**config.mk**
```make
export PLATFORM = sky130hd
export DESIGN_NAME = mpgio_port
export DESIGN_NICKNAME = d
export VERILOG_FILES = /design/src/mpgio_port.v
export VERILOG_INCLUDE_DIRS = /design/src
export SDC_FILE = /design/constraint.sdc
export NUM_CORES = 1
export LEC_CHECK = 0
export ABC_AREA = 1
export BUFFER_PORTS_ARGS = -buffer_cell sky130_fd_sc_hd__buf_2
export CAP_MARGIN = 20
export CELL_PAD_IN_SITES_DETAIL_PLACEMENT = 1
export CELL_PAD_IN_SITES_GLOBAL_PLACEMENT = 2
export CORE_MARGIN = 10
export CORE_UTILIZATION = 28
export DETAILED_ROUTE_END_ITERATION = 16
export HOLD_SLACK_MARGIN = 0.06
export PLACE_DENSITY_LB_ADDON = 0.15
export SKIP_LAST_GASP = 1
export SLEW_MARGIN = 20
export SYNTH_ARGS = -nofsm -noshare
export SYNTH_HDL_FRONTEND = slang
export SYNTH_SLANG_ARGS = --single-unit
export TNS_END_PERCENT = 50
```
**constraint.sdc**
```tcl
create_clock -name clk_sys_in -period 2.2 [get_ports clk_sys_in]
set_clock_uncertainty 0.2 [all_clocks]
set_input_delay 0.44 -clock clk_sys_in [delete_from_list [all_inputs] [get_ports clk_sys_in]]
set_output_delay 0.44 -clock clk_sys_in [all_outputs]
set_load 0.01 [all_outputs]
```
**src/mpgio_defines.vh**
```
// Purpose: constants for the multiplexer general-purpose I/O port
// Assumes: 24-bit processor words, X and Y memory spaces at the same addresses
// Notes: offsets are word addresses as seen by the processor
`ifndef MPGIO_DEFINES_VH
`define MPGIO_DEFINES_VH

// register word addresses
`define MPGIO_ADDR_LINES 16'hc082
`define MPGIO_ADDR_INV_ALT 16'hc086
`define MPGIO_ADDR_BUF_CARD 16'he800
`define MPGIO_ADDR_BUF_RACK 16'he802

// line groups inside the 16-bit port word
`define MPGIO_DATA_LSB 0
`define MPGIO_DATA_MSB 7
`define MPGIO_SEL_LSB 8
`define MPGIO_SEL_MSB 15

// buffer direction bits
`define MPGIO_CARD_DATA_BIT 4
`define MPGIO_CARD_SEL_BIT 5
`define MPGIO_RACK_DATA_BIT 0
`define MPGIO_RACK_SEL_BIT 1

// reset values
`define MPGIO_RST_DIR 16'hff00
`define MPGIO_RST_OUTVAL 16'h0000
`define MPGIO_RST_INV 16'h0000
`define MPGIO_RST_ALT 16'h0000
`define MPGIO_RST_BUF_CARD 24'h00_0020
`define MPGIO_RST_BUF_RACK 24'h00_0002

// accessory cycle timing
`define MPGIO_CLK_PERIOD_NS 10
`define MPGIO_SETTLE_NS 1000

// accessory cycle formats
`define MPGIO_FMT_BINARY 2'h0
`define MPGIO_FMT_DISPLAY 2'h1
`define MPGIO_FMT_RESOLVER 2'h2
`define MPGIO_FMT_SERIAL 2'h3

`endif

```
**src/mpgio_port.v**
```verilog
// Purpose: 16-line multiplexer I/O port with direction, inversion and alternate-use control
// Assumes: one clock, synchronous active-low reset, processor strobes on the same clock
// Notes: pins are split into level in, driven value and output enable
`timescale 1ns/1ps
`include "mpgio_defines.vh"

module mpgio_port
(
	input wire clk_sys_in,
	input wire rstn_in,
	input wire ce_in,
	input wire [15:0] cpu_addr_in,
	input wire cpu_xspace_in,
	input wire cpu_wr_in,
	input wire cpu_rd_in,
	input wire [23:0] cpu_wdata_in,
	output reg [23:0] cpu_rdata_out,
	output reg cpu_rvalid_out,
	input wire rack_variant_in,
	input wire [15:0] line_in,
	output reg [15:0] line_out,
	output reg [15:0] line_oe_out,
	output reg buf_dir_data_out,
	output reg buf_dir_sel_out,
	input wire [15:0] alt_drive_in,
	output reg [15:0] alt_level_out,
	input wire mux_req_in,
	input wire mux_write_in,
	input wire [1:0] mux_format_in,
	input wire [6:0] mux_addr_in,
	input wire [7:0] mux_wdata_in,
	output reg [7:0] mux_rdata_out,
	output reg mux_done_out,
	output reg mux_busy_out
);

	// rounded up so a slow accessory always gets the full settle time
	localparam integer SETTLE_INT = (`MPGIO_SETTLE_NS + `MPGIO_CLK_PERIOD_NS - 1) / `MPGIO_CLK_PERIOD_NS;
	localparam [6:0] SETTLE_CYC = SETTLE_INT[6:0];

	localparam [2:0] ST_IDLE = 3'h0;
	localparam [2:0] ST_ADDR = 3'h1;
	localparam [2:0] ST_DATA = 3'h2;
	localparam [2:0] ST_STROBE = 3'h3;
	localparam [2:0] ST_DONE = 3'h4;

	// software-visible state
	reg [15:0] dir_reg;
	reg [15:0] outval_reg;
	reg [15:0] inv_reg;
	reg [15:0] alt_reg;
	reg [23:0] buf_card_reg;
	reg [23:0] buf_rack_reg;

	// pin and strap synchronisers
	reg [15:0] line_meta_reg;
	reg [15:0] line_sync_reg;
	reg rack_meta_reg;
	reg rack_sync_reg;

	// accessory engine
	reg [2:0] state_reg;
	reg [2:0] state_next;
	reg [6:0] wait_reg;
	reg [6:0] wait_next;
	reg [7:0] eng_sel_reg;
	reg [7:0] eng_sel_next;
	reg [7:0] eng_data_reg;
	reg [7:0] eng_data_next;
	reg eng_write_reg;
	reg eng_write_next;

	wire addr_lines;
	wire addr_inv_alt;
	wire addr_card;
	wire addr_rack;
	wire eng_busy;
	wire [15:0] gp_value;
	wire [15:0] pin_value;
	wire [15:0] line_next;
	wire [15:0] read_lines;
	wire [15:0] dir_wr_value;
	reg [23:0] rdata_next;

	assign addr_lines = (cpu_addr_in == `MPGIO_ADDR_LINES);
	assign addr_inv_alt = (cpu_addr_in == `MPGIO_ADDR_INV_ALT);
	assign addr_card = (cpu_addr_in == `MPGIO_ADDR_BUF_CARD) && !cpu_xspace_in;
	assign addr_rack = (cpu_addr_in == `MPGIO_ADDR_BUF_RACK) && !cpu_xspace_in;
	assign eng_busy = (state_reg != ST_IDLE);

	// the engine owns the select byte while it runs; software values stay untouched
	assign gp_value = {eng_busy ? eng_sel_reg : outval_reg[`MPGIO_SEL_MSB:`MPGIO_SEL_LSB],
		outval_reg[`MPGIO_DATA_MSB:`MPGIO_DATA_LSB]};
	assign pin_value = gp_value ^ inv_reg;
	assign line_next = (alt_reg & alt_drive_in) | (~alt_reg & pin_value);

	// inputs report the pin level after inversion, outputs report the value before inversion and alternate use
	assign read_lines = ((line_sync_reg ^ inv_reg) & ~dir_reg) | (gp_value & dir_reg);

	// no byte-split check in hardware: per-line direction is honoured as written
	assign dir_wr_value = cpu_wdata_in[15:0];

	always @*
	begin
		rdata_next = 24'h00_0000;
		if (addr_lines && cpu_xspace_in)
		begin
			rdata_next = {8'h00, dir_reg};
		end
		else if (addr_lines)
		begin
			rdata_next = {8'h00, read_lines};
		end
		else if (addr_inv_alt && cpu_xspace_in)
		begin
			rdata_next = {8'h00, inv_reg};
		end
		else if (addr_inv_alt)
		begin
			rdata_next = {8'h00, alt_reg};
		end
		else if (addr_card)
		begin
			rdata_next = buf_card_reg;
		end
		else if (addr_rack)
		begin
			rdata_next = buf_rack_reg;
		end
	end

	// accessory cycle: present address, settle, sample or strobe, report
	always @*
	begin
		state_next = state_reg;
		wait_next = wait_reg;
		eng_sel_next = eng_sel_reg;
		eng_data_next = eng_data_reg;
		eng_write_next = eng_write_reg;
		case (state_reg)
			ST_IDLE:
			begin
				if (mux_req_in)
				begin
					// serial format keeps the strobe bit high from the start of the cycle
					eng_sel_next = {mux_format_in == `MPGIO_FMT_SERIAL, mux_addr_in};
					eng_data_next = mux_wdata_in;
					eng_write_next = mux_write_in;
					wait_next = SETTLE_CYC;
					state_next = ST_ADDR;
				end
			end
			ST_ADDR:
			begin
				if (wait_reg == 7'h01)
				begin
					state_next = eng_write_reg ? ST_STROBE : ST_DATA;
					wait_next = SETTLE_CYC;
					if (eng_write_reg)
					begin
						eng_sel_next = eng_data_reg;
					end
				end
				else
				begin
					wait_next = wait_reg - 7'h01;
				end
			end
			ST_DATA:
			begin
				// data byte is sampled once, after the full settle time
				eng_data_next = line_sync_reg[`MPGIO_DATA_MSB:`MPGIO_DATA_LSB] ^
					inv_reg[`MPGIO_DATA_MSB:`MPGIO_DATA_LSB];
				state_next = ST_DONE;
			end
			ST_STROBE:
			begin
				if (wait_reg == 7'h01)
				begin
					// select byte returns low so the accessory sees the strobe end
					eng_sel_next = 8'h00;
					state_next = ST_DONE;
				end
				else
				begin
					wait_next = wait_reg - 7'h01;
				end
			end
			ST_DONE:
			begin
				state_next = ST_IDLE;
			end
			default:
			begin
				state_next = ST_IDLE;
			end
		endcase
	end

	always @(posedge clk_sys_in)
	begin
		if (!rstn_in)
		begin
			line_meta_reg <= 16'h0000;
			line_sync_reg <= 16'h0000;
			rack_meta_reg <= 1'b0;
			rack_sync_reg <= 1'b0;
		end
		else if (ce_in)
		begin
			line_meta_reg <= line_in;
			line_sync_reg <= line_meta_reg;
			rack_meta_reg <= rack_variant_in;
			rack_sync_reg <= rack_meta_reg;
		end
	end

	always @(posedge clk_sys_in)
	begin
		if (!rstn_in)
		begin
			dir_reg <= `MPGIO_RST_DIR;
			outval_reg <= `MPGIO_RST_OUTVAL;
			inv_reg <= `MPGIO_RST_INV;
			alt_reg <= `MPGIO_RST_ALT;
			buf_card_reg <= `MPGIO_RST_BUF_CARD;
			buf_rack_reg <= `MPGIO_RST_BUF_RACK;
		end
		else if (ce_in && cpu_wr_in)
		begin
			if (addr_lines && cpu_xspace_in)
			begin
				dir_reg <= dir_wr_value;
			end
			else if (addr_lines)
			begin
				// input lines keep their stored value so a later turn-around starts clean
				outval_reg <= (cpu_wdata_in[15:0] & dir_reg) | (outval_reg & ~dir_reg);
			end
			else if (addr_inv_alt && cpu_xspace_in)
			begin
				inv_reg <= cpu_wdata_in[15:0];
			end
			else if (addr_inv_alt)
			begin
				alt_reg <= cpu_wdata_in[15:0];
			end
			// buffer words keep all 24 bits; only the steering bits reach the pins
			else if (addr_card)
			begin
				buf_card_reg <= cpu_wdata_in;
			end
			else if (addr_rack)
			begin
				buf_rack_reg <= cpu_wdata_in;
			end
		end
	end

	always @(posedge clk_sys_in)
	begin
		if (!rstn_in)
		begin
			state_reg <= ST_IDLE;
			wait_reg <= 7'h00;
			eng_sel_reg <= 8'h00;
			eng_data_reg <= 8'h00;
			eng_write_reg <= 1'b0;
			mux_rdata_out <= 8'h00;
			mux_done_out <= 1'b0;
			mux_busy_out <= 1'b0;
		end
		else if (ce_in)
		begin
			state_reg <= state_next;
			wait_reg <= wait_next;
			eng_sel_reg <= eng_sel_next;
			eng_data_reg <= eng_data_next;
			eng_write_reg <= eng_write_next;
			mux_busy_out <= (state_next != ST_IDLE);
			mux_done_out <= (state_reg == ST_DONE);
			if (state_reg == ST_DONE && !eng_write_reg)
			begin
				mux_rdata_out <= eng_data_reg;
			end
		end
	end

	always @(posedge clk_sys_in)
	begin
		if (!rstn_in)
		begin
			cpu_rdata_out <= 24'h00_0000;
			cpu_rvalid_out <= 1'b0;
			line_out <= `MPGIO_RST_OUTVAL;
			line_oe_out <= `MPGIO_RST_DIR;
			buf_dir_data_out <= 1'b0;
			buf_dir_sel_out <= 1'b1;
			alt_level_out <= 16'h0000;
		end
		else if (ce_in)
		begin
			cpu_rvalid_out <= cpu_rd_in;
			if (cpu_rd_in)
			begin
				cpu_rdata_out <= rdata_next;
			end
			line_out <= line_next;
			// a mismatch with the buffer direction is left for software to avoid
			line_oe_out <= dir_reg;
			alt_level_out <= line_sync_reg;
			// the strap picks which buffer word steers the transceivers
			if (rack_sync_reg)
			begin
				buf_dir_data_out <= buf_rack_reg[`MPGIO_RACK_DATA_BIT];
				buf_dir_sel_out <= buf_rack_reg[`MPGIO_RACK_SEL_BIT];
			end
			else
			begin
				buf_dir_data_out <= buf_card_reg[`MPGIO_CARD_DATA_BIT];
				buf_dir_sel_out <= buf_card_reg[`MPGIO_CARD_SEL_BIT];
			end
		end
	end

endmodule

```
==> flow_metrics.tcl, run 1 <==
set metrics [dict create \
    run_status "completed" \
    grt_start_max_net_pins 63 \
    drive_gt1_share_pct 19.5 \
    power.switching_w 0.00296 \
    synth_top_area_share_pct 47.0 \
    clk_pin_slew_ps 60 \
    cp_slowest_cell "dlygate4sd3_1" \
    setup_viol 0 \
    ys_seq_elements 258 \
    rr_startpoint "state_reg[2]" \
    grt_first_pass_wirelength_um 69500 \
    worstSetupStartpointType "flip-flop" \
    yosysTopAreaCell "dfxtp_1" \
    htreeDepth 1 \
    die_w_um 218 \
    layout_setup_ws_ps 162 \
    drt_wl_total_um 45000 \
    die_y_um 218 \
    dp_hpwl_um 33400 \
    gp_congestion 0.817 \
    cts_tree "yes" \
    die_area_um2 47600 \
    cts_root_buf "clkbuf_16" \
    power_w 0.0116 \
    cts_buffers 30 \
    syn_nets 1583 \
    endpoint "eng_sel_reg[7]" \
    final_net_count 1874 \
    r2r-end "eng_sel_reg[7]" \
    pin_count 183 \
    synth_edf_count 0 \
    cp_top_family "buffers and inverters" \
    postSynth.asyncResetShare_pct 0 \
    io_buffers 182 \
    dpl.cell_count 2180 \
    fmax_ghz 0.491 \
    ir_worst_vdd_mv 0.544 \
    path_class "reg2reg" \
    area_growth_pct 35.3 \
    clock_latency_ps 560 \
    slew_headroom_pct 50.5 \
    synthFlopType "dfxtp_1" \
    instances_no_fill 2316 \
    cp_data_required_time_ps 2440 \
    track_usage_pct 18.5 \
    antenna_cells 0 \
    synth_warnings 0 \
    p_leak_nw 6.46 \
    drt-pass1-iter-count 5 \
    vias 11215 \
    synthCells 1483 \
    pwr-share-seq_pct 42.7 \
    rsz0062_at_grt "false" \
    pwr-share-clk_pct 46.7 \
    crit_path_cell_trace "nor2_2, nand2_1, clkinv_1, buf_4, a32oi_1, dlygate4sd3_1, a21oi_1" \
    path_max_fanout 8 \
    drc_errors 0 \
    min_period_over_period_pct 92.6 \
    hold_class "in2reg" \
    place_ws_ps -141 \
    avgViaCountPerCell 4.84 \
    cts.sinks 258 \
    first_global_vias 11555 \
    rows 72 \
    drv_cap 0 \
    worstSetupPathDepth 7 \
    gr-total-overflow 0 \
    syn_area_per_cell_um2 7.41 \
    synth_commonest_cells "dfxtp_1 (258), o21ai_0 (251), a21oi_1 (223)" \
    p_sw_share_pct 25.4 \
    routedWlPerCell_um 19.4 \
    endpoint_kind "flip-flop" \
    slew_violations 0 \
    critical_path.max_stage_delay_ps 570 \
    ys_seq_area_share_pct 47.0 \
    synth_area_leaders "dfxtp_1 (47%), o21ai_0 (11%), a21oi_1 (10%), nand2_1 (5.8%), nor2_1 (5.7%)" \
    internal_power_w 0.00869 \
    yosysMostFrequentCell "dfxtp_1" \
    ys_types 38 \
    crit_start "state_reg[2]" \
    fin_crit_ps 2040 \
    final_antenna_net_count 0 \
    final-hold-violation-count 0 \
    syn_area_um2 11000 \
    path_buf_inv 3 \
    combinationalPowerShare_pct 10.6 \
    worstMarginPinSlew_ps 740 \
    reg2reg_slack_ps 160 \
    pwr_density_cell_nw_per_um2 784 \
    r2r_cells 7 \
    coreArea_um2 38700 \
    cp_data_arrival_time_ps 2280 \
    antenna_found_initial 0 \
    cts_buffer_depth 3 \
    start_util_pct 28.4 \
    drt-initial-drc-count 562 \
]
[placed cells by master, fill, tap and decap left out, types with 2 or more instances in the layout]
cell type / Yosys / layout
a31oi_1: 8 / 8
a21oi_1: 223 / 223
inv_1: 144 / 142
buf_2: 17 / 181
buf_4: 5 / 70
nand4_1: 12 / 12
o21ai_1: 3 / 5
buf_12: 0 / 16
o22ai_1: 15 / 15
nor2_4: 3 / 3
clkinvlp_4: 0 / 2
dfxtp_1: 258 / 257
ha_1: 2 / 2
mux2i_1: 8 / 8
clkinv_1: 2 / 2
clkbuf_8: 0 / 6
a22oi_1: 4 / 4
nand2_1: 169 / 168
nor3_4: 1 / 2
nor2_1: 168 / 167
nor3_1: 35 / 35
o21ai_0: 251 / 248
nor2_2: 5 / 6
xnor2_1: 15 / 15
o211ai_1: 13 / 13
inv_2: 6 / 7
nand3_4: 2 / 2
clkbuf_16: 0 / 31
nand2_2: 2 / 3
dlygate4sd3_1: 0 / 75
xor2_1: 11 / 11
nand3_1: 31 / 31
clkbuf_1: 55 / 4
clkinv_2: 0 / 10
bufinv_16: 0 / 5
[metal layers]
metal / GRT usage, % / part of all wire [%] / wire (um)
met2: 29.6 / 45 / 20200
met4: 3.47 / 1.5 / 689
met1: 25.9 / 50 / 22400
met3: 2.68 / 3.9 / 1760
met5: 0 / 0 / 0
[kinds of logic (layout without fill, tap and decap cells)]
family                   count (synthesis)  in the layout  synth area share (%)
flip-flops                             258            258                  47.0
adder cells (fa/ha/maj)                  2              2                 0.228
AO/OA/AOI/OAI                          519            519                  24.4
buffers and inverters                  237            552                  8.69
XOR/XNOR                                26             26                  2.07
multiplexers                             8              8                 0.729
AND/OR/NAND/NOR                        433            433                  16.9
[layout make-up]
| type | count | area [um2] |
|---|---|---|
| clock buffers | 41 | 873 |
| flip-flops and latches | 258 | 5170 |
| repair buffers | 342 | 2500 |
| inverters | 153 | 581 |
| clock inverters | 15 | 200 |
| multi-input cells | 988 | 4890 |
| well taps | 518 | 648 |
| fillers | 4785 | 23900 |
| repair inverters | 1 | 7.51 |
[timing repair]
item                       CTS  global route
setup endpoints to repair    0            22
gates resized for setup      0            11
hold buffers                75             0
hold endpoints to repair   117             0
setup buffers                0             4
[stage by stage]
| stage | setup TNS, ps | hold slack (ps) | util [%] | area, um2 |
|---|---|---|---|---|
| after floorplan | 0 | 230 | - | 11000 |
| after global placement | -2580 | 227 | 33.5 | 13000 |
| after detailed placement | -6540 | 234 | 33.5 | 13000 |
| after CTS | 0 | 63.8 | 38.2 | 14800 |
| after global routing | 0 | 115 | 38.4 | 14900 |
| final | 0 | 94.7 | 38.4 | 14900 |
[power by group through the flow]
stage	clock, W	sequential, W	combinational [W]
2_1_floorplan	0	0.00506	0.000545
3_3_place_gp	0	0.00507	0.00110
3_5_place_dp	0	0.00508	0.00112
4_1_cts	0.00559	0.00497	0.00123
5_1_grt	0.00578	0.00499	0.00139
6_report	0.00544	0.00497	0.00124
[worst register-to-register path, stage by stage (launching register included)]
cell and delay, ps:
dfxtp_1 430, nor2_2 100, nand2_1 100, clkinv_1 120
buf_4 180, a32oi_1 150, dlygate4sd3_1 570, a21oi_1 70
[worst min-delay path by stage]
stage,cells after the start,from,slack [ps],endpoint
2_1_floorplan,2,buf_card_reg[10],230,buf_card_reg[10]
3_3_place_gp,2,mux_rdata_out[0],230,mux_rdata_out[0]
3_5_place_dp,2,mux_rdata_out[0],230,mux_rdata_out[0]
4_1_cts,5,mux_req_in,60,eng_write_reg
5_1_grt,5,mux_req_in,110,eng_write_reg
6_report,5,mux_req_in,90,eng_write_reg
Power figures use the tool's default switching activity.
==> run 2, diff against run 1 <==
Settings changed: BUFFER_PORTS_ARGS -buffer_cell sky130_fd_sc_hd__buf_2 to not set, DONT_BUFFER_PORTS set to 1.
==> flow_metrics.tcl, run 2 (synthesized netlist as in run 1, its figures left out) <==
set metrics [dict create \
    run_status "completed" \
    track_usage_pct 18.8 \
    fmax_ghz 0.482 \
    rows 72 \
    endpoint_kind "flip-flop" \
    final_cell_mix "dfxtp_1 (258), o21ai_0 (251), a21oi_1 (223), dlygate4sd3_1 (176), nand2_1 (169)" \
    worstMarginPinSlew_ps 766 \
    critical_path.max_stage_delay_ps 550 \
    hold_class "in2reg" \
    gp_congestion 0.811 \
    die_y_um 218 \
    pin_count 183 \
    hp-start "cpu_rd_in" \
    grt_start_max_net_pins 120 \
    rr_startpoint "state_reg[0]" \
    min_period_over_period_pct 94.4 \
    htreeDepth 1 \
    fin_tns_setup_ps 0 \
    path_buf_inv 4 \
    hold_depth 2 \
    cts_tree "yes" \
    cts_buffers 31 \
    slew_violations 0 \
    path_max_fanout 16 \
    setup_viol 0 \
    drc_errors 0 \
    cp_slowest_cell "dlygate4sd3_1" \
    worstSetupStartpointType "primary input" \
    routedWlPerCell_um 20.8 \
    antenna_found_initial 1 \
    layout_commonest_cell "dfxtp_1" \
    post_dp_cell_area_um2 11800 \
    p_leak_nw 5.85 \
    multi_input_area_um2 4880 \
    crit_path_cell_trace "inv_1, buf_4, nand2_1, nor2_4, nand3_1, nor3_4, buf_12, o21ai_0, a21oi_1, dlygate4sd3_1" \
    antenna_cells 0 \
    die_w_um 218 \
    dp_hpwl_um 31400 \
    final_net_count 1766 \
    final-hold-violation-count 0 \
    r2r-end "eng_sel_reg[7]" \
    cp_top_family "buffers and inverters" \
    cts_root_buf "clkbuf_16" \
    stdcell_area_um2 14600 \
    grt_first_pass_wirelength_um 70000 \
    cp_data_arrival_time_ps 2380 \
    drt-initial-drc-count 598 \
    gr-total-overflow 0 \
    ir_worst_vdd_mv 0.527 \
    seqCellArea_um2 5160 \
    pwr_density_cell_nw_per_um2 766 \
    hold_end "cpu_rvalid_out" \
    clk_pin_slew_ps 60 \
    slew_headroom_pct 48.8 \
    area_growth_pct 33.3 \
    fin_crit_ps 2080 \
    drive_gt1_share_pct 7.88 \
    cts_buffer_depth 3 \
    reg2reg_slack_ps 150 \
    first_global_vias 11234 \
    io_buffers 0 \
    final_antenna_net_count 0 \
    die_area_um2 47600 \
    cp_data_required_time_ps 2510 \
    r2r_cells 8 \
    drv_cap 0 \
    vias 10842 \
    drt-pass1-iter-count 5 \
    drt_wl_total_um 45800 \
    start_util_pct 28.4 \
    avgViaCountPerCell 4.91 \
    fill_cells 4673 \
    coreArea_um2 38700 \
    clock_latency_ps 580 \
    rsz0062_at_grt "true" \
    cts.sinks 258 \
    post_cts_buffers 0 \
    path_class "in2reg" \
]
-- run 2: worst max-delay path by stage --
stage,start,end,cells past startpoint
floorplan,cpu_addr_in[2],flip-flop,10
global placement,cpu_addr_in[8],cpu_rdata_out[15],10
detailed placement,cpu_addr_in[10],cpu_rdata_out[5],12
CTS,cpu_xspace_in,alt_reg[11],6
global route,state_reg[0],wait_reg[3],9
finish,cpu_addr_in[0],buf_rack_reg[22],10
-- run 2: power by group --
part           internal, W  total [W]  switching [W]
Clock              0.00304    0.00513        0.00209
Sequential         0.00484    0.00503       0.000189
Combinational     0.000461    0.00106       0.000603
Total              0.00834     0.0112        0.00288
-- run 2: timing repair --
item | 4_1_cts | 5_1_grt
hold endpoints to repair | 246 | 0
gates resized for setup | 0 | 3
setup endpoints to repair | 0 | 27
hold buffers | 179 | 0
-- run 2: worst register-to-register path: stages (launching register included) --
cell	delay [ps]
dfxtp_1	420
inv_1	80
nor2_2	170
nand2_1	110
clkinv_1	80
buf_4	150
a32oi_1	60
dlygate4sd3_1	560
a21oi_1	140
-- run 2: through the flow --
step	std cells	total power [W]	worst slack (ps)	util (%)	hold slack, ps
after floorplan	1483	0.00560	282	-	230
after global placement	1972	0.00585	-103	30.5	238
after detailed placement	1972	0.00586	-109	30.5	245
after global routing	2206	0.0117	-55.9	37.8	67.8
final	2206	0.0112	124	37.8	56.8
after CTS	2206	0.0114	18.5	37.8	62.7
-- run 2: area by class of cell --
cell class / instances / share of cell area (%)
tap: 518 / 4.43
timing repair buffer: 234 / 16.2
sequential: 258 / 35.3
clock buffer: 44 / 6.11
clock inverter: 11 / 0.743
multi-input combinational: 988 / 33.3
inverter: 153 / 3.97
-- run 2: metal layers --
layer	wire, um	track usage [%]	vias to the layer above
met2	20700	30.0	187
li1	-	-	5312
met1	22100	25.9	5300
met5	0	0	-
met4	623	2.99	0
met3	2350	4.02	43
